<file path="src/ptm_pkg.sv">
// How it works
// RL1: An 11-bit prescaler runs on the system clock and is cleared by reset.
// RL2: The prescaler holds still during reset and while stop mode is asserted.
// RL3: Each timer's input tick is a prescaler tap chosen by its mode register.
// RL4: The interval timer is an 8-bit up counter, tap chosen by its mode.
// RL5: The interval timer wraps from FF to 00, overflowing every 256 ticks.
// RL6: Interval timer overflow sets its flag, bit 2 of its flag nibble.
// RL7: The multifunction timer counts up one per tick from its loaded value.
// RL8: Its overflow from FF reloads the load value, or 00 when free-running.
// RL9: Its overflow sets its flag at bit 2; only software or reset clears it.
// RL10: With the watchdog flag set, an overflow pulses the MCU reset request.
// RL11: Output modes 1 to 4 hand the shared pin to the timer; reset drives it low.
// RL12: Toggle mode inverts the output on each tick taken while at FF.
// RL13: Force-low mode drives the output low at overflow; use when high.
// RL14: Force-high mode drives the output high at overflow; use when low.
// RL15: PWM mode derives pulse period and duty from counting mode and load.
// RL16: The 4-bit counting mode picks reload or free-run and the tap; reset 0.
// RL17: A counting-mode write takes effect a fixed latency after it is made.
// RL18: The output mode register is 3 bits, read and write, reset to 0.
// RL19: The lower load nibble resets to 0; the upper has no defined reset.
// RL20: A low write only stores; a high write stores and loads the counter.
// RL21: Reading the high count nibble latches the low nibble for a later read.
// RL22: Tap and PWM encodings are this block's own and are documented.
// RL23: Flags set in the overflow cycle; a set beats a simultaneous clear.
package ptm_pkg;
  localparam int ADDR_W = 10;
  localparam int PSC_W = 11;
  localparam int CNT_W = 8;
  localparam logic [ADDR_W-1:0] OFS_IT_FLAG = 10'h001;
  localparam logic [ADDR_W-1:0] OFS_MT_FLAG = 10'h002;
  localparam logic [ADDR_W-1:0] OFS_IT_MODE = 10'h008;
  localparam logic [ADDR_W-1:0] OFS_MT_CMODE = 10'h00D;
  localparam logic [ADDR_W-1:0] OFS_MT_LOW = 10'h00E;
  localparam logic [ADDR_W-1:0] OFS_MT_HIGH = 10'h00F;
  localparam logic [ADDR_W-1:0] OFS_MT_OMODE = 10'h014;
  localparam logic [ADDR_W-1:0] OFS_WDOG = 10'h020;
  localparam int BIT_IRQ = 2;
  localparam int BIT_WDOG = 1;
  localparam int BIT_RELOAD = 3;
  localparam logic [PSC_W-1:0] PSC_RST = 11'h000;
  localparam logic [CNT_W-1:0] CNT_RST = 8'h00;
  localparam logic [CNT_W-1:0] CNT_TOP = 8'hFF;
  localparam logic [3:0] NIB_RST = 4'h0;
  localparam logic [2:0] OM_PORT = 3'h0;
  localparam logic [2:0] OM_TOGGLE = 3'h1;
  localparam logic [2:0] OM_LOW = 3'h2;
  localparam logic [2:0] OM_HIGH = 3'h3;
  localparam logic [2:0] OM_PWM = 3'h4;
  localparam int MODE_LAT_NS = 20;
  localparam int CLK_NS = 10;
  localparam int MODE_LAT_CYC = (MODE_LAT_NS + CLK_NS - 1) / CLK_NS;
  typedef struct packed {
    logic [ADDR_W-1:0] addr;
    logic wr;
    logic rd;
    logic [3:0] wdata;
  } ptm_req_t;
endpackage

</file>
<file path="src/ptm_timers.sv">
`timescale 1ns/1ps
`default_nettype none
module ptm_timers #(
  parameter int MODE_LAT = ptm_pkg::MODE_LAT_CYC
) (
  // Clock and reset.
  input wire logic clk_i,
  input wire logic rst_i,
  // Core control.
  input wire logic stop_i,
  // Register access from the core.
  input wire ptm_pkg::ptm_req_t req_i,
  output logic [3:0] rdata_o,
  // Events and pin.
  output logic wdt_reset_o,
  output logic pin_out_o,
  output logic pin_oe_o
);
  import ptm_pkg::*;

  if (MODE_LAT < 1 || MODE_LAT > 15) begin
    $error("MODE_LAT must lie between 1 and 15.");
  end

  // ==========================================================
  // Tap selection
  // ==========================================================
  // Select code n picks a divide by 2^k, k in {1,2,3,5,7,9,10,11}.
  function automatic logic tap_tick(input logic [PSC_W-1:0] psc,
                                    input logic [2:0] sel);
    logic [PSC_W-1:0] mask;
    mask = '0;
    case (sel)
      3'h0: mask = 11'h001;
      3'h1: mask = 11'h003;
      3'h2: mask = 11'h007;
      3'h3: mask = 11'h01F;
      3'h4: mask = 11'h07F;
      3'h5: mask = 11'h1FF;
      3'h6: mask = 11'h3FF;
      default: mask = 11'h7FF;
    endcase
    return (psc & mask) == mask;
  endfunction

  // ==========================================================
  // Prescaler
  // ==========================================================
  logic [PSC_W-1:0] psc;
  logic psc_run;

  assign psc_run = !stop_i;

  always_ff @(posedge clk_i or posedge rst_i) begin
    if (rst_i) begin
      psc <= PSC_RST; // RL1
    end else if (psc_run) begin // RL2
      psc <= psc + 11'h001; // RL1
    end
  end

  // ==========================================================
  // Register decode
  // ==========================================================
  // Which register an address selects; shared by writes and reads.
  typedef enum logic [3:0] {
    PTM_SEL_NONE,
    PTM_SEL_IT_FLAG,
    PTM_SEL_MT_FLAG,
    PTM_SEL_IT_MODE,
    PTM_SEL_CMODE,
    PTM_SEL_LOW,
    PTM_SEL_HIGH,
    PTM_SEL_OMODE,
    PTM_SEL_WDOG
  } ptm_sel_t;

  function automatic ptm_sel_t addr_decode(input logic [ADDR_W-1:0] addr);
    ptm_sel_t sel;
    sel = PTM_SEL_NONE;
    if (addr == OFS_IT_FLAG) begin
      sel = PTM_SEL_IT_FLAG;
    end else if (addr == OFS_MT_FLAG) begin
      sel = PTM_SEL_MT_FLAG;
    end else if (addr == OFS_IT_MODE) begin
      sel = PTM_SEL_IT_MODE;
    end else if (addr == OFS_MT_CMODE) begin
      sel = PTM_SEL_CMODE;
    end else if (addr == OFS_MT_LOW) begin
      sel = PTM_SEL_LOW;
    end else if (addr == OFS_MT_HIGH) begin
      sel = PTM_SEL_HIGH;
    end else if (addr == OFS_MT_OMODE) begin
      sel = PTM_SEL_OMODE;
    end else if (addr == OFS_WDOG) begin
      sel = PTM_SEL_WDOG;
    end
    return sel;
  endfunction

  ptm_sel_t req_sel;

  assign req_sel = addr_decode(req_i.addr);

  logic wr_it_flag, wr_mt_flag, wr_it_mode, wr_cmode;
  logic wr_low, wr_high, wr_omode, wr_wdog, rd_high;

  always_comb begin
    wr_it_flag = 1'b0;
    wr_mt_flag = 1'b0;
    wr_it_mode = 1'b0;
    wr_cmode = 1'b0;
    wr_low = 1'b0;
    wr_high = 1'b0;
    wr_omode = 1'b0;
    wr_wdog = 1'b0;
    if (req_sel == PTM_SEL_IT_FLAG) begin
      wr_it_flag = req_i.wr;
    end else if (req_sel == PTM_SEL_MT_FLAG) begin
      wr_mt_flag = req_i.wr;
    end else if (req_sel == PTM_SEL_IT_MODE) begin
      wr_it_mode = req_i.wr;
    end else if (req_sel == PTM_SEL_CMODE) begin
      wr_cmode = req_i.wr;
    end else if (req_sel == PTM_SEL_LOW) begin
      wr_low = req_i.wr;
    end else if (req_sel == PTM_SEL_HIGH) begin
      wr_high = req_i.wr;
    end else if (req_sel == PTM_SEL_OMODE) begin
      wr_omode = req_i.wr;
    end else if (req_sel == PTM_SEL_WDOG) begin
      wr_wdog = req_i.wr;
    end
  end

  assign rd_high = req_i.rd && (req_sel == PTM_SEL_HIGH);

  // ==========================================================
  // Mode registers
  // ==========================================================
  logic [3:0] it_mode;
  logic [3:0] cmode;
  logic [3:0] cmode_pend;
  logic [3:0] cmode_wait;
  logic [2:0] omode;
  logic wdog_en;

  always_ff @(posedge clk_i or posedge rst_i) begin
    if (rst_i) begin
      it_mode <= NIB_RST;
    end else if (wr_it_mode) begin
      it_mode <= req_i.wdata;
    end
  end

  // A counting-mode write is held and applied after the latency.
  always_ff @(posedge clk_i or posedge rst_i) begin
    if (rst_i) begin
      cmode <= NIB_RST; // RL16
      cmode_pend <= NIB_RST;
      cmode_wait <= 4'h0;
    end else if (wr_cmode) begin
      cmode_pend <= req_i.wdata;
      cmode_wait <= 4'(MODE_LAT); // RL17
    end else if (cmode_wait == 4'h1) begin
      cmode <= cmode_pend; // RL17
      cmode_wait <= 4'h0;
    end else if (cmode_wait != 4'h0) begin
      cmode_wait <= cmode_wait - 4'h1;
    end
  end

  always_ff @(posedge clk_i or posedge rst_i) begin
    if (rst_i) begin
      omode <= OM_PORT; // RL18
    end else if (wr_omode) begin
      omode <= req_i.wdata[2:0]; // RL18
    end
  end

  always_ff @(posedge clk_i or posedge rst_i) begin
    if (rst_i) begin
      wdog_en <= 1'b0;
    end else if (wr_wdog) begin
      wdog_en <= req_i.wdata[BIT_WDOG];
    end
  end

  // ==========================================================
  // Interval timer
  // ==========================================================
  logic it_tick, it_ovf;
  logic [CNT_W-1:0] it_cnt;
  logic it_flag;

  assign it_tick = psc_run && tap_tick(psc, it_mode[2:0]); // RL3
  assign it_ovf = it_tick && (it_cnt == CNT_TOP);

  always_ff @(posedge clk_i or posedge rst_i) begin
    if (rst_i) begin
      it_cnt <= CNT_RST; // RL4
    end else if (it_tick) begin
      it_cnt <= it_cnt + 8'h01; // RL5
    end
  end

  always_ff @(posedge clk_i or posedge rst_i) begin
    if (rst_i) begin
      it_flag <= 1'b0;
    end else if (it_ovf) begin
      it_flag <= 1'b1; // RL6 RL23
    end else if (wr_it_flag && !req_i.wdata[BIT_IRQ]) begin
      it_flag <= 1'b0;
    end
  end

  // ==========================================================
  // Multifunction timer
  // ==========================================================
  logic mt_tick, mt_ovf;
  logic [CNT_W-1:0] mt_cnt;
  logic [3:0] load_lo, load_hi, cnt_lo_latch;
  logic [CNT_W-1:0] load_val;
  logic mt_flag;

  assign mt_tick = psc_run && tap_tick(psc, cmode[2:0]); // RL3
  assign mt_ovf = mt_tick && (mt_cnt == CNT_TOP);
  assign load_val = {load_hi, load_lo};

  always_ff @(posedge clk_i or posedge rst_i) begin
    if (rst_i) begin
      load_lo <= NIB_RST; // RL19
    end else if (wr_low) begin
      load_lo <= req_i.wdata; // RL20
    end
  end

  // Upper load nibble is undefined after reset, so it has no reset.
  always_ff @(posedge clk_i) begin
    if (wr_high) begin
      load_hi <= req_i.wdata; // RL19
    end
  end

  // A software load wins over a tick in the same cycle.
  always_ff @(posedge clk_i or posedge rst_i) begin
    if (rst_i) begin
      mt_cnt <= CNT_RST;
    end else if (wr_high) begin
      mt_cnt <= {req_i.wdata, load_lo}; // RL20
    end else if (mt_ovf) begin
      mt_cnt <= cmode[BIT_RELOAD] ? load_val : CNT_RST; // RL8
    end else if (mt_tick) begin
      mt_cnt <= mt_cnt + 8'h01; // RL7
    end
  end

  always_ff @(posedge clk_i or posedge rst_i) begin
    if (rst_i) begin
      mt_flag <= 1'b0;
    end else if (mt_ovf) begin
      mt_flag <= 1'b1; // RL9 RL23
    end else if (wr_mt_flag && !req_i.wdata[BIT_IRQ]) begin
      mt_flag <= 1'b0; // RL9
    end
  end

  always_ff @(posedge clk_i or posedge rst_i) begin
    if (rst_i) begin
      wdt_reset_o <= 1'b0;
    end else begin
      wdt_reset_o <= mt_ovf && wdog_en; // RL10
    end
  end

  // ==========================================================
  // Timer output
  // ==========================================================
  // PWM: free-run is high while count < load value (duty load/256);
  // reload is high during the final count FF of each period.
  logic next_pin;

  always_comb begin
    next_pin = pin_out_o;
    case (omode)
      OM_TOGGLE: begin
        if (mt_ovf) begin
          next_pin = !pin_out_o; // RL12
        end
      end
      OM_LOW: begin
        if (mt_ovf) begin
          next_pin = 1'b0; // RL13
        end
      end
      OM_HIGH: begin
        if (mt_ovf) begin
          next_pin = 1'b1; // RL14
        end
      end
      OM_PWM: begin
        if (cmode[BIT_RELOAD]) begin
          next_pin = (mt_cnt == CNT_TOP); // RL15 RL22
        end else begin
          next_pin = (mt_cnt < load_val); // RL15 RL22
        end
      end
      default: begin
        next_pin = 1'b0;
      end
    endcase
  end

  always_ff @(posedge clk_i or posedge rst_i) begin
    if (rst_i) begin
      pin_out_o <= 1'b0; // RL11
      pin_oe_o <= 1'b0;
    end else begin
      pin_out_o <= next_pin;
      pin_oe_o <= (omode == OM_TOGGLE) || (omode == OM_LOW) ||
                  (omode == OM_HIGH) || (omode == OM_PWM); // RL11
    end
  end

  // ==========================================================
  // Read path
  // ==========================================================
  always_ff @(posedge clk_i or posedge rst_i) begin
    if (rst_i) begin
      cnt_lo_latch <= NIB_RST;
    end else if (rd_high) begin
      cnt_lo_latch <= mt_cnt[3:0]; // RL21
    end
  end

  always_ff @(posedge clk_i or posedge rst_i) begin
    if (rst_i) begin
      rdata_o <= 4'h0;
    end else if (!req_i.rd) begin
      rdata_o <= 4'h0;
    end else if (req_sel == PTM_SEL_IT_FLAG) begin
      rdata_o <= {1'b0, it_flag, 2'b00};
    end else if (req_sel == PTM_SEL_MT_FLAG) begin
      rdata_o <= {1'b0, mt_flag, 2'b00};
    end else if (req_sel == PTM_SEL_LOW) begin
      rdata_o <= cnt_lo_latch; // RL21
    end else if (req_sel == PTM_SEL_HIGH) begin
      rdata_o <= mt_cnt[7:4]; // RL21
    end else if (req_sel == PTM_SEL_OMODE) begin
      rdata_o <= {1'b0, omode};
    end else if (req_sel == PTM_SEL_WDOG) begin
      rdata_o <= {2'b00, wdog_en, 1'b0};
    end else begin
      rdata_o <= 4'h0;
    end
  end
endmodule
`default_nettype wire

</file>
<file path="config.mk">
export PLATFORM = sky130hd
export DESIGN_NAME = ptm_timers
export DESIGN_NICKNAME = d
export VERILOG_FILES = /design/src/ptm_pkg.sv /design/src/ptm_timers.sv
export SDC_FILE = /design/constraint.sdc
export NUM_CORES = 1
export LEC_CHECK = 0
export ABC_CLOCK_PERIOD_IN_PS = 4200
export BUFFER_PORTS_ARGS = -buffer_cell sky130_fd_sc_hd__buf_2
export CAP_MARGIN = 40
export CORE_UTILIZATION = 50
export DETAILED_ROUTE_END_ITERATION = 12
export MAX_ROUTING_LAYER = met4
export PLACE_DENSITY = 0.68
export SLEW_MARGIN = 20
export SYNTH_ARGS = -nofsm -noshare
export SYNTH_HDL_FRONTEND = slang
export SYNTH_SLANG_ARGS = --single-unit
export TNS_END_PERCENT = 100
</file>
<file path="constraint.sdc">
create_clock -name clk_i -period 4.2 [get_ports clk_i]
set_input_delay 0.42 -clock clk_i [delete_from_list [all_inputs] [get_ports clk_i]]
set_output_delay 0.42 -clock clk_i [all_outputs]
set_load 0.05 [all_outputs]
</file>
# Word-level counts from Yosys, hierarchy flattened
# Index checks and enable logic that the tools add are counted.
# word_totals
ff_bits	67
in_bits	19
word_cells	158
# classes
n_reduce_logical	23
add_sub_neg	4
mux	69
n_bitwise	3
magnitude_cmp	1
n_eq_ne	40
# op_table
cell	count
one-hot mux 11 bit (7 select lines)	2
2-to-1 mux 4 bit	16
2-to-1 mux 1 bit	44
== test 10 x 4 -> 1 bit (second input constant)	4
2-to-1 mux 8 bit	4
AND 11 bit	2
== test 11 bit	2
== test 3 bit (second input constant)	7
== test 3 x 2 -> 1 bit (second input constant)	6
adder 8 x 1 -> 8 bit (second input constant)	2
== test 4 x 3 -> 1 bit (second input constant)	4
== test 8 bit (second input constant)	2
adder 11 x 1 -> 11 bit (second input constant)	1
== test 10 x 1 -> 1 bit (second input constant)	1
== test 10 x 2 -> 1 bit (second input constant)	1
== test 10 x 5 -> 1 bit (second input constant)	1
== test 10 x 6 -> 1 bit (second input constant)	1
== test 3 x 1 -> 1 bit (second input constant)	3
== test 4 x 1 -> 1 bit (second input constant)	2
== test 4 x 2 -> 1 bit (second input constant)	2
logical AND 1 bit	8
< comparator 8 bit	1
logical NOT 3 bit	2
inequality test 2 bit (second input constant)	3
other kinds (13)	19

# Logic depth before layout (Yosys ltp)
# Gate-level depths: netlist of the first run.
# depth
ltp_word	18
mapped_depth	9

# Worst setup path before layout of the first run
# Ideal clock, no wire load.
# synth_path
kind	input -> register
from	input req_i[7] in the netlist's numbering
to	register cmode[0]
arrival_time_ns	2.299
setup_time_ns	0.125
path_stages	9
setup_slack_ns	1.776
required_time_ns	4.075
path_cell_list	buf_6 -> or2_4 -> nor3b_2 -> o2111a_2 -> or4b_1 -> buf_6 -> and3_4 -> buf_6 -> mux2_4
# synth_via
elab_chain_len	16
elab_cells_between_ends	26
cone_classes	eq/ne (12); mux (12); bitwise (1); reduce/logical (1)
# synth_lines
element	line_no	source
start: declaration	ptm_timers.sv:12	input wire ptm_pkg::ptm_req_t req_i,
== test 10 x 6 -> 1 bit	ptm_timers.sv:95	end else if (addr == OFS_WDOG) begin
2-to-1 mux 4 bit	ptm_timers.sv:95	
2-to-1 mux 4 bit	ptm_timers.sv:93	end else if (addr == OFS_MT_OMODE) begin
2-to-1 mux 4 bit	ptm_timers.sv:91	end else if (addr == OFS_MT_HIGH) begin
2-to-1 mux 4 bit	ptm_timers.sv:89	end else if (addr == OFS_MT_LOW) begin
2-to-1 mux 4 bit	ptm_timers.sv:87	end else if (addr == OFS_MT_CMODE) begin
2-to-1 mux 4 bit	ptm_timers.sv:85	end else if (addr == OFS_IT_MODE) begin
2-to-1 mux 4 bit	ptm_timers.sv:83	end else if (addr == OFS_MT_FLAG) begin
2-to-1 mux 4 bit *	ptm_timers.sv:81	if (addr == OFS_IT_FLAG) begin
== test 4 x 3 -> 1 bit	ptm_timers.sv:123	end else if (req_sel == PTM_SEL_CMODE) begin
2-to-1 mux 1 bit	ptm_timers.sv:123	
2-to-1 mux 1 bit	ptm_timers.sv:121	end else if (req_sel == PTM_SEL_IT_MODE) begin
2-to-1 mux 1 bit	ptm_timers.sv:119	end else if (req_sel == PTM_SEL_MT_FLAG) begin
2-to-1 mux 1 bit *	ptm_timers.sv:117	if (req_sel == PTM_SEL_IT_FLAG) begin
inverter 1 bit (no line) *	--	
AND reduction 2 bit (no line) *	--	
end signal: assignment	ptm_timers.sv:166	cmode <= cmode_pend;
end: declaration	ptm_timers.sv:142	logic [3:0] cmode;
# Every way passes the cells marked *; elsewhere a longest branch is shown, timed or not.
# A chain may end at the register's enable or synchronous reset.

# Final worst setup path of the first run
# layout_path
from	register cmode[1]
to	register pin_out_o
# layout_via
elab_chain_len	8
elab_cells_between_ends	16
cone_classes	eq/ne (10); mux (1); bitwise (1); reduce/logical (4)
# layout_lines
element	line_no	source
== test 3 bit (tied with other cells)	ptm_timers.sv:33	case (sel)
one-hot mux 11 bit (7 select lines) *	ptm_timers.sv:33	
AND 11 bit	ptm_timers.sv:43	return (psc & mask) == mask;
== test 11 bit *	ptm_timers.sv:43	
logical AND 1 bit *	ptm_timers.sv:226	assign mt_tick = psc_run && tap_tick(psc, cmode[2:0]);
logical AND 1 bit *	ptm_timers.sv:227	assign mt_ovf = mt_tick && (mt_cnt == CNT_TOP);
inequality test 2 bit (no line)	--	
AND reduction 3 bit (no line) *	--	
end signal: assignment	ptm_timers.sv:319	pin_out_o <= next_pin;
end: declaration	ptm_timers.sv:16	output logic pin_out_o,
# Marked as above.

==> reports/results.ini, run 1 <==
[clocking]
post-cts-setup-buffers=0
cts_tree=yes
clk_latency_ps=340
cts_root_buffer=clkbuf_8
htree_levels=3
clockBufferDepth=2
cts_hold_buf=0
ctsResizeCount=0
cts.sinks=67
clk_pin_slew_ps=70
numCtsBuffers=9

[floorplanning]
core_area_um2=6910
die_h_um=87.5
dieArea_um2=7650
io_pins=26
row_count=30
start_util=0.529
die_w_um=87.5

[worst_setup_path]
cp.arrival_ps=2610
r2r_slack_ps=1820
crit_start=cmode[1]
path_max_fanout=11
timing.rr.end=pin_out_o
startpoint_type=flop
r2r_start=cmode[1]
worstSetupEndpointType=flop
crit_type=reg -> reg
crit_required_ps=4430
cp-endpoint=pin_out_o
reg2reg_depth=6

[placement]
dpl.hpwl_mm=5.76
portBuffers=25
finalWeightedCongestion=0.904
place_area_um2=3870
dp_cells=462

[logic_synthesis]
seq_area_frac_synth=0.465
ys_warn_count=0
netlist_area_um2=3650
synth.avg_cell_area_um2=10.5
synth_ff_type=dfrtp_1
synth.distinct_cells=64
synth_nets=379
synthesis.instances=347
synth_edf_count=4
async_flop_share=0.940
synth_seq_cells=67

[grt]
antenna_found_initial=0
grt_first_pass_wirelength_mm=13.0
grtUsageTotal=0.235
grt_pass1_vias=2650
grt_overflow=0
grt_max_degree=23

[flow_run]
cap_violations=0

[timing]
tightest_slew_ps=872
finalSetupTns_ps=0
fmax_mhz=420
slew_headroom=0.418
timing.hold.ws_ps=85.8
finClkSkew_ps=10.3
min_period_over_period=0.567
setup_violations=0
rsz0062_at_grt=false
min_period_ps=2380
hold_violations=0
drv_slew=0

[drt]
via_per_inst=5.73
wl_met1_mm=3.77
wl_mm=7.68
highest_layer=met4
wl_per_cell_um=16.1
drc=0
drt-pass1-iter-count=4
dr_wl_met3_um=360
vias=2727
drt_iter0_drc=160
ant_nets=0
wl_met2_mm=3.43

[finish]
final_area_um2=4050
drive_gt1_frac=0.197
area_growth_pct=10.9
layoutNonFillerInstCount=476
num_antenna_cells=0
nets=409

[pwr]
p_total_mw=1.91
p_leak_nw=1.83
p_per_area_nw_per_um2=472
vdd.ir_drop.worst_mv=0.297

[worst_hold_path]
min_path_type=in -> async

[outcome]
status=completed

==> flip-flops by register name, indices dropped and copies added (netlist names), 4 cells and up <==
register / cells
load_lo: 4
cnt_lo_latch: 4
cmode_wait: 4
load_hi: 4
rdata_o: 4
mt_cnt: 8
cmode_pend: 4
cmode: 4
it_cnt: 8
psc: 11
==> stage by stage <==
| stage | setup slack [ps] | utilization |
|---|---|---|
| 2_1_floorplan | 1780 | - |
| 3_3_place_gp | 1650 | 0.556 |
| 3_5_place_dp | 1570 | 0.560 |
| 4_1_cts | 1830 | 0.587 |
| 5_1_grt | 1620 | 0.587 |
| 6_report | 1820 | 0.587 |
==> worst min-delay path by stage <==
| stage | startpoint | end | slack [ps] | cells after the start |
|---|---|---|---|---|
| 6_report | rst_i | it_cnt[3] | 90 | 2 |
| 2_1_floorplan | psc[5] | psc[5] | 430 | 1 |
| 3_5_place_dp | psc[5] | psc[5] | 460 | 1 |
| 5_1_grt | rst_i | it_cnt[3] | 120 | 2 |
| 4_1_cts | rst_i | it_cnt[3] | 90 | 2 |
| 3_3_place_gp | psc[5] | psc[5] | 450 | 1 |
==> layout by cell type (no fill, tap or decap), types with 3 or more instances in the layout <==
cell	synthesis	final
nand4_1	10	10
nor2_1	25	25
and3_1	7	7
nor3b_1	3	3
nor4b_1	3	3
o41ai_1	4	4
inv_1	15	14
xor2_1	7	7
a21oi_1	10	10
nor3_1	3	3
o21a_1	4	4
nor2b_1	5	5
a21o_1	6	6
nand3_1	11	11
o21ai_0	14	14
o211ai_1	6	6
nor4_1	3	3
xnor2_1	14	14
buf_2	0	25
mux2_4	4	4
dfrtp_1	63	63
mux2_2	20	20
ha_1	13	13
o31ai_1	4	4
nand2b_1	5	5
edfxtp_1	4	4
clkbuf_8	1	10
nand2_1	34	34
==> layout make-up <==
class,count,area [µm²]
sequential,67,1700
tap,96,120
clock buffer,11,141
clock inverter,3,40.0
timing repair buffer,27,160
inverter,15,56.3
multi-input combinational,257,1840
fill,625,2860
==> where the power goes <==
| part | switching, mW | internal [mW] | leakage (nW) |
|---|---|---|---|
| registers | 0.151 | 0.769 | 0.864 |
| clock network | 0.233 | 0.282 | 0.0950 |
| logic | 0.244 | 0.236 | 0.871 |
| total | 0.627 | 1.29 | 1.83 |
==> per-layer routing <==
layer	global-route usage	vias up
met2	0.332	60
li1	-	1330
met1	0.324	1326
met4	0.110	0
met5	-	-
met3	0.0445	11
==> kinds of logic (layout without fill, tap and decap cells) <==
logic type,Yosys count,in the layout,share of synthesized area
AO/OA/AOI/OAI,69,69,0.134
XOR/XNOR,21,21,0.0504
adder cells (fa/ha/maj),13,13,0.0445
buffers and inverters,23,56,0.0325
flip-flops,67,67,0.465
multiplexers,25,25,0.0809
AND/OR/NAND/NOR,129,129,0.193
==> cells in the mapped netlist (all sizes together), types with 3 or more instances <==
| cell | count | area [µm²] |
|---|---|---|
| a21o | 6 | 45.0 |
| a21oi | 10 | 50.1 |
| and3 | 8 | 55.1 |
| and4 | 3 | 27.5 |
| buf | 3 | 33.8 |
| clkbuf | 5 | 28.8 |
| dfrtp | 63 | 1580 |
| edfxtp | 4 | 120 |
| ha | 13 | 163 |
| inv | 15 | 56.3 |
| mux2 | 24 | 285 |
| nand2 | 34 | 128 |
| nand2b | 5 | 31.3 |
| nand3 | 11 | 55.1 |
| nand4 | 10 | 62.6 |
| nor2 | 25 | 93.8 |
| nor2b | 5 | 31.3 |
| nor3 | 3 | 15.0 |
| nor3b | 4 | 35.0 |
| nor4 | 3 | 18.8 |
| nor4b | 3 | 26.3 |
| o211ai | 6 | 45.0 |
| o21a | 4 | 30.0 |
| o21ai | 15 | 75.1 |
| o31ai | 4 | 30.0 |
| o41ai | 4 | 35.0 |
| xnor2 | 14 | 123 |
| xor2 | 7 | 61.3 |
==> worst max-delay path, stage by stage (launching register included) <==
cell and delay [ps]:
dfrtp_1 440, nor2b_1 160, a31oi_1 160, o2111ai_1 440, or2_1 500, a2111oi_0 440, o41ai_1 130
Power figures use the tool's default switching activity.
==> run 2, diff against run 1 <==
Settings changed: ABC_AREA from default to 1, ABC_CLOCK_PERIOD_IN_PS 4200 to 2400.
Clock period 4.2 ns to 2.4 ns, I/O delays scaled along.
==> run 2 against run 1 <==
  * Sequential share of layout area fell by 1.5 points
  * Worst hold slack improved by 32 ps
  * Global-route usage rose by 0.17 points
  * Largest cell class unchanged
  * Via count rose by 13%
  * First-iteration DRC count fell by 21%
==> reports/results.ini, run 2 <==
[timing]
setup_violations=0
tightest_slew_ps=487
fmax_mhz=588
min_period_over_period=0.709
min_period_ps=1700
rsz0062_at_grt=false
drv_slew=0
slew_headroom=0.675
setup_slack_ps=698
hold_violations=0
finClkSkew_ps=7.62
finalSetupTns_ps=0

[placement]
preCtsSetupSlack_ps=676
dpl.hpwl_mm=6.20
place_area_um2=4010
finalWeightedCongestion=0.880
portBuffers=25
dp_cells=577

[finish]
finish.utilization=0.580
top_regs=psc x11, it_cnt x8, mt_cnt x8
largest_reg_flops=11
layout_commonest_cell=nand2_1
nets=522
regMostFlops=psc
nFillCells=673
final_cell_mix=nand2_1 (107), inv_1 (65), dfrtp_1 (63)
final_area_um2=4210
area_growth_pct=12.2
num_antenna_cells=0
drive_gt1_frac=0.156
layoutNonFillerInstCount=594

[logic_synthesis]
synthXorXnorAreaFrac=0.0537
yosysMostFrequentCell=nand2_1
synth.distinct_cells=41
synthesis.instances=452
synthMuxAreaShare=0.0150
async_flop_share=0.940
synth_common_cells=nand2_1 (107), inv_1 (66), dfrtp_1 (63)
synth_top_family_by_area=simple AND/OR/NAND/NOR gates
netlist_area_um2=3750
synth_seq_cells=67
seq_area_frac_synth=0.453
yosys.area.top_type=dfrtp_1
synth.avg_cell_area_um2=8.29
synth-compound-area-share=0.0965
ys_warn_count=0
synthTopCellsByArea=dfrtp_1 (42%), nand2_1 (11%), inv_1 (6.6%), ha_1 (4.3%), nand3_1 (4.0%)
synth_edf_count=4
synth_nets=484
synth_top_area_frac=0.421
synth_ff_type=dfrtp_1
synth-adder-area-share=0.0434
synth-simple-area-share=0.263

[worst_setup_path]
cp.arrival_ps=1940
path_max_fanout=9
r2r_slack_ps=700
worstSetupEndpointType=flop
reg2reg_depth=10
r2r_start=mt_cnt[1]
timing.rr.end=mt_cnt[0]
startpoint_type=flop
crit_required_ps=2640
crit_type=reg -> reg

[grt]
grtUsageTotal=0.236
antenna_found_initial=0
grt_overflow=0
grt_first_pass_wirelength_mm=13.6
grt_max_degree=25
grt_pass1_vias=2946

[clocking]
clk_pin_slew_ps=80
numCtsBuffers=9
cts_root_buffer=clkbuf_8
cts.sinks=67
cts_tree=yes
htree_levels=3
clockBufferDepth=2
ctsResizeCount=0
clk_latency_ps=340

[floorplanning]
core_area_um2=7250
row_count=31
io_pins=26
die_h_um=88.6
dieArea_um2=7850
die_w_um=88.6
start_util=0.517

[drt]
wl_per_cell_um=13.7
drt-pass1-iter-count=4
vias=3082
wl_mm=8.12
drt_iter0_drc=127
drc=0
via_per_inst=5.19
ant_nets=0

[worst_hold_path]
min_path_type=in -> reg
whs_endpoint=load_hi[3]
min_from=req_i[3]
hold_path_depth=1

[flow_run]
cap_violations=0

[pwr]
p_per_area_nw_per_um2=843
p_leak_nw=2.11
vdd.ir_drop.worst_mv=0.419

[outcome]
status=completed

-- run 2: stage by stage --
stage          power [mW]  hold WS, ps
3_3_place_gp         2.63          298
4_1_cts              3.57          118
6_report             3.55          118
2_1_floorplan        2.40          333
5_1_grt              3.80          123
3_5_place_dp         2.67          297
-- run 2: timing repair --
action                                 CTS  global route
endpoints found under the hold margin   22             0
hold buffers                             1             0
buffers inserted                         0             0
-- run 2: how the worst max path moves through the flow --
stage                    from          to  slack (ps)  depth (start not counted)
finish              mt_cnt[1]   mt_cnt[0]         700                         10
global route        mt_cnt[1]   mt_cnt[1]         520                         11
CTS                 mt_cnt[1]   mt_cnt[0]         700                         10
detailed placement  req_i[10]  load_hi[3]         680                          9
global placement    req_i[10]  load_hi[3]         650                          9
floorplan               rst_i    cmode[0]         590                          1
-- run 2: power by group --
part	internal [mW]	switching, mW
Sequential	1.36	0.270
Combinational	0.418	0.608
Clock	0.435	0.452
-- run 2: critical path, stage by stage (launching register included) --
cell	delay [ps]
dfrtp_1	430
ha_1	260
nand3_2	130
nor3_4	260
nand3_4	180
nand2_1	90
nand2_1	50
nand2_1	60
nand2_1	50
nand2_1	50
nand2_1	40
-- run 2: final cells by class --
class                      count  area (µm²)  area share
sequential                    67        1700       0.403
clock inverter                 5        35.0     0.00833
tap                           99         124      0.0295
timing repair buffer          29         158      0.0375
inverter                      72         274      0.0652
clock buffer                  11         151      0.0360
multi-input combinational    311        1770       0.420
-- run 2: logic make-up (layout without fill, tap and decap cells) --
group	after synthesis	count (layout)
AND/OR/NAND/NOR	208	208
buffers and inverters	74	117
flip-flops	67	67
AO/OA/AOI/OAI	62	62
XOR/XNOR	23	23
adder cells (fa/ha/maj)	13	13
multiplexers	5	5
-- run 2: routing by layer --
layer	up-vias	GRT usage	routed length (µm)
met5	-	-	0
met4	0	0.107	144
met3	13	0.0336	331
met2	70	0.367	3790
met1	1456	0.307	3850
li1	1543	-	-
==> run 3, diff against run 2 <==
Settings changed: ABC_CLOCK_PERIOD_IN_PS 2400 to 1700.
Clock period 2.4 ns to 1.7 ns, I/O delays scaled along.
==> run 3 against run 2 <==
  * Setup slack lost 670 ps
  * Clock-buffer cell count is the same
  * First-iteration DRC count grew 50%
  * Power increased by 53%
  * Die area is the same
  * Clock power rose by 62%
==> reports/results.ini, run 3 (synthesis results as in run 2) <==
[outcome]
status=completed

[pwr]
p_switching_mw=1.96
p_int_mw=3.45
p_clk_frac=0.266
p_per_area_nw_per_um2=1230
p_comb_frac=0.308
p_leak_nw=2.20
power.share.sequential=0.426
switching_share=0.362
vdd.ir_drop.worst_mv=0.671

[floorplanning]
die_h_um=88.6
die_w_um=88.6
dieArea_um2=7850
start_util=0.517
row_count=31
io_pins=26
core_area_um2=7250

[timing]
slew_headroom=0.757
setup_slack_ps=31.1
finalSetupTns_ps=0
min_period_over_period=0.982
finClkSkew_ps=9.13
fmax_mhz=599
hold_violations=0
min_period_ps=1670
tightest_slew_ps=363
setup_violations=0
drv_slew=0
rsz0062_at_grt=true

[worst_setup_path]
path_max_fanout=5
crit_type=reg -> reg
startpoint_type=flop
r2r_slack_ps=30
r2r_start=mt_cnt[1]
reg2reg_depth=9
timing.rr.end=mt_cnt[5]
worstSetupEndpointType=flop
crit_required_ps=1980
cp.arrival_ps=1950

[clocking]
cts_root_buffer=clkbuf_8
cts_tree=yes
clk_latency_ps=340
clockBufferDepth=2
clk_pin_slew_ps=80
cts.sinks=67
htree_levels=3
numCtsBuffers=9

[grt]
antenna_found_initial=0
grt_max_degree=55
grt_pass1_vias=2876
grt_first_pass_wirelength_mm=13.5
grtUsageTotal=0.237
grt_overflow=0

[finish]
num_antenna_cells=0
final_area_um2=4420
nets=537
multi_input_area_um2=1810
largest_reg_flops=11
nFillCells=658
area_growth_pct=17.8
layout_commonest_cell=nand2_1
final_cell_mix=nand2_1 (106), inv_1 (65), dfrtp_1 (61)
regMostFlops=psc
top_regs=psc x11, it_cnt x8, mt_cnt x8
finish.utilization=0.609
drive_gt1_frac=0.198
regArea_um2=1700

[worst_hold_path]
whs_endpoint=load_hi[1]
min_from=req_i[1]
min_path_type=in -> reg
hold_path_depth=1

[placement]
finalWeightedCongestion=0.883
preCtsSetupSlack_ps=39.8
dpl.hpwl_mm=6.10
place_area_um2=4060
portBuffers=25

[drt]
ant_nets=0
wl_per_cell_um=13.7
wl_mm=8.34
via_per_inst=5.11
drt-pass1-iter-count=4
vias=3115
drc=0
drt_iter0_drc=190

[flow_run]
cap_violations=0

==> run 3: layout make-up <==
type,instances,share of cell area
Clock buffer,11,0.0368
Clock inverter,5,0.0130
Inverter,72,0.0632
Multi-Input combinational cell,311,0.410
Sequential cell,67,0.385
Tap cell,99,0.0280
Timing Repair Buffer,44,0.0640
==> run 3: worst max-delay path, cell delays in order (launching register included) <==
cell	delay [ps]
dfrtp_1	420
ha_4	180
nand3_4	90
nor3_4	330
nand2_4	110
inv_4	70
nand3_4	100
o21ai_2	140
nand3_1	80
nand3_1	70
==> run 3: stage by stage <==
| step | hold slack [ps] | std cells | power [mW] |
|---|---|---|---|
| after global routing | 20.8 | 609 | 5.81 |
| after CTS | 28.4 | 598 | 5.28 |
| after detailed placement | 123 | 581 | 3.82 |
| after global placement | 120 | 581 | 3.76 |
| after floorplan | 263 | 452 | 3.38 |
| final | 40.5 | 609 | 5.41 |
==> run 3: how the worst max path moves through the flow <==
| stage | end | cells after the start | start |
|---|---|---|---|
| 6_report | mt_cnt[5] | 9 | mt_cnt[1] |
| 5_1_grt | mt_cnt[5] | 9 | mt_cnt[0] |
| 4_1_cts | mt_cnt[0] | 10 | mt_cnt[1] |
| 3_5_place_dp | mt_cnt[0] | 10 | mt_cnt[1] |
| 3_3_place_gp | it_cnt[4] | 8 | psc[0] |
| 2_1_floorplan | mt_cnt[0] | 10 | mt_cnt[1] |
==> run 3: power groups by stage <==
stage,Sequential [mW],Clock (mW),Combinational [mW]
after floorplan,2.23,0,1.15
after global placement,2.30,0,1.46
after detailed placement,2.31,0,1.51
after CTS,2.29,1.47,1.52
after global routing,2.35,1.55,1.92
final,2.30,1.44,1.67
==> run 3: routing by layer <==
| layer | up-vias | track usage | wire length, µm |
|---|---|---|---|
| met5 | - | - | 0 |
| met2 | 66 | 0.359 | 3930 |
| met4 | 0 | 0.0660 | 151 |
| li1 | 1577 | - | - |
| met3 | 15 | 0.0606 | 393 |
| met1 | 1457 | 0.316 | 3860 |
==> run 3: timing repair <==
item                                    4_1_cts  5_1_grt
endpoints found under the setup margin        0       14
resized for setup                             0       12
hold buffers                                  1        0
endpoints found under the hold margin         9        0
setup buffers                                 0       11
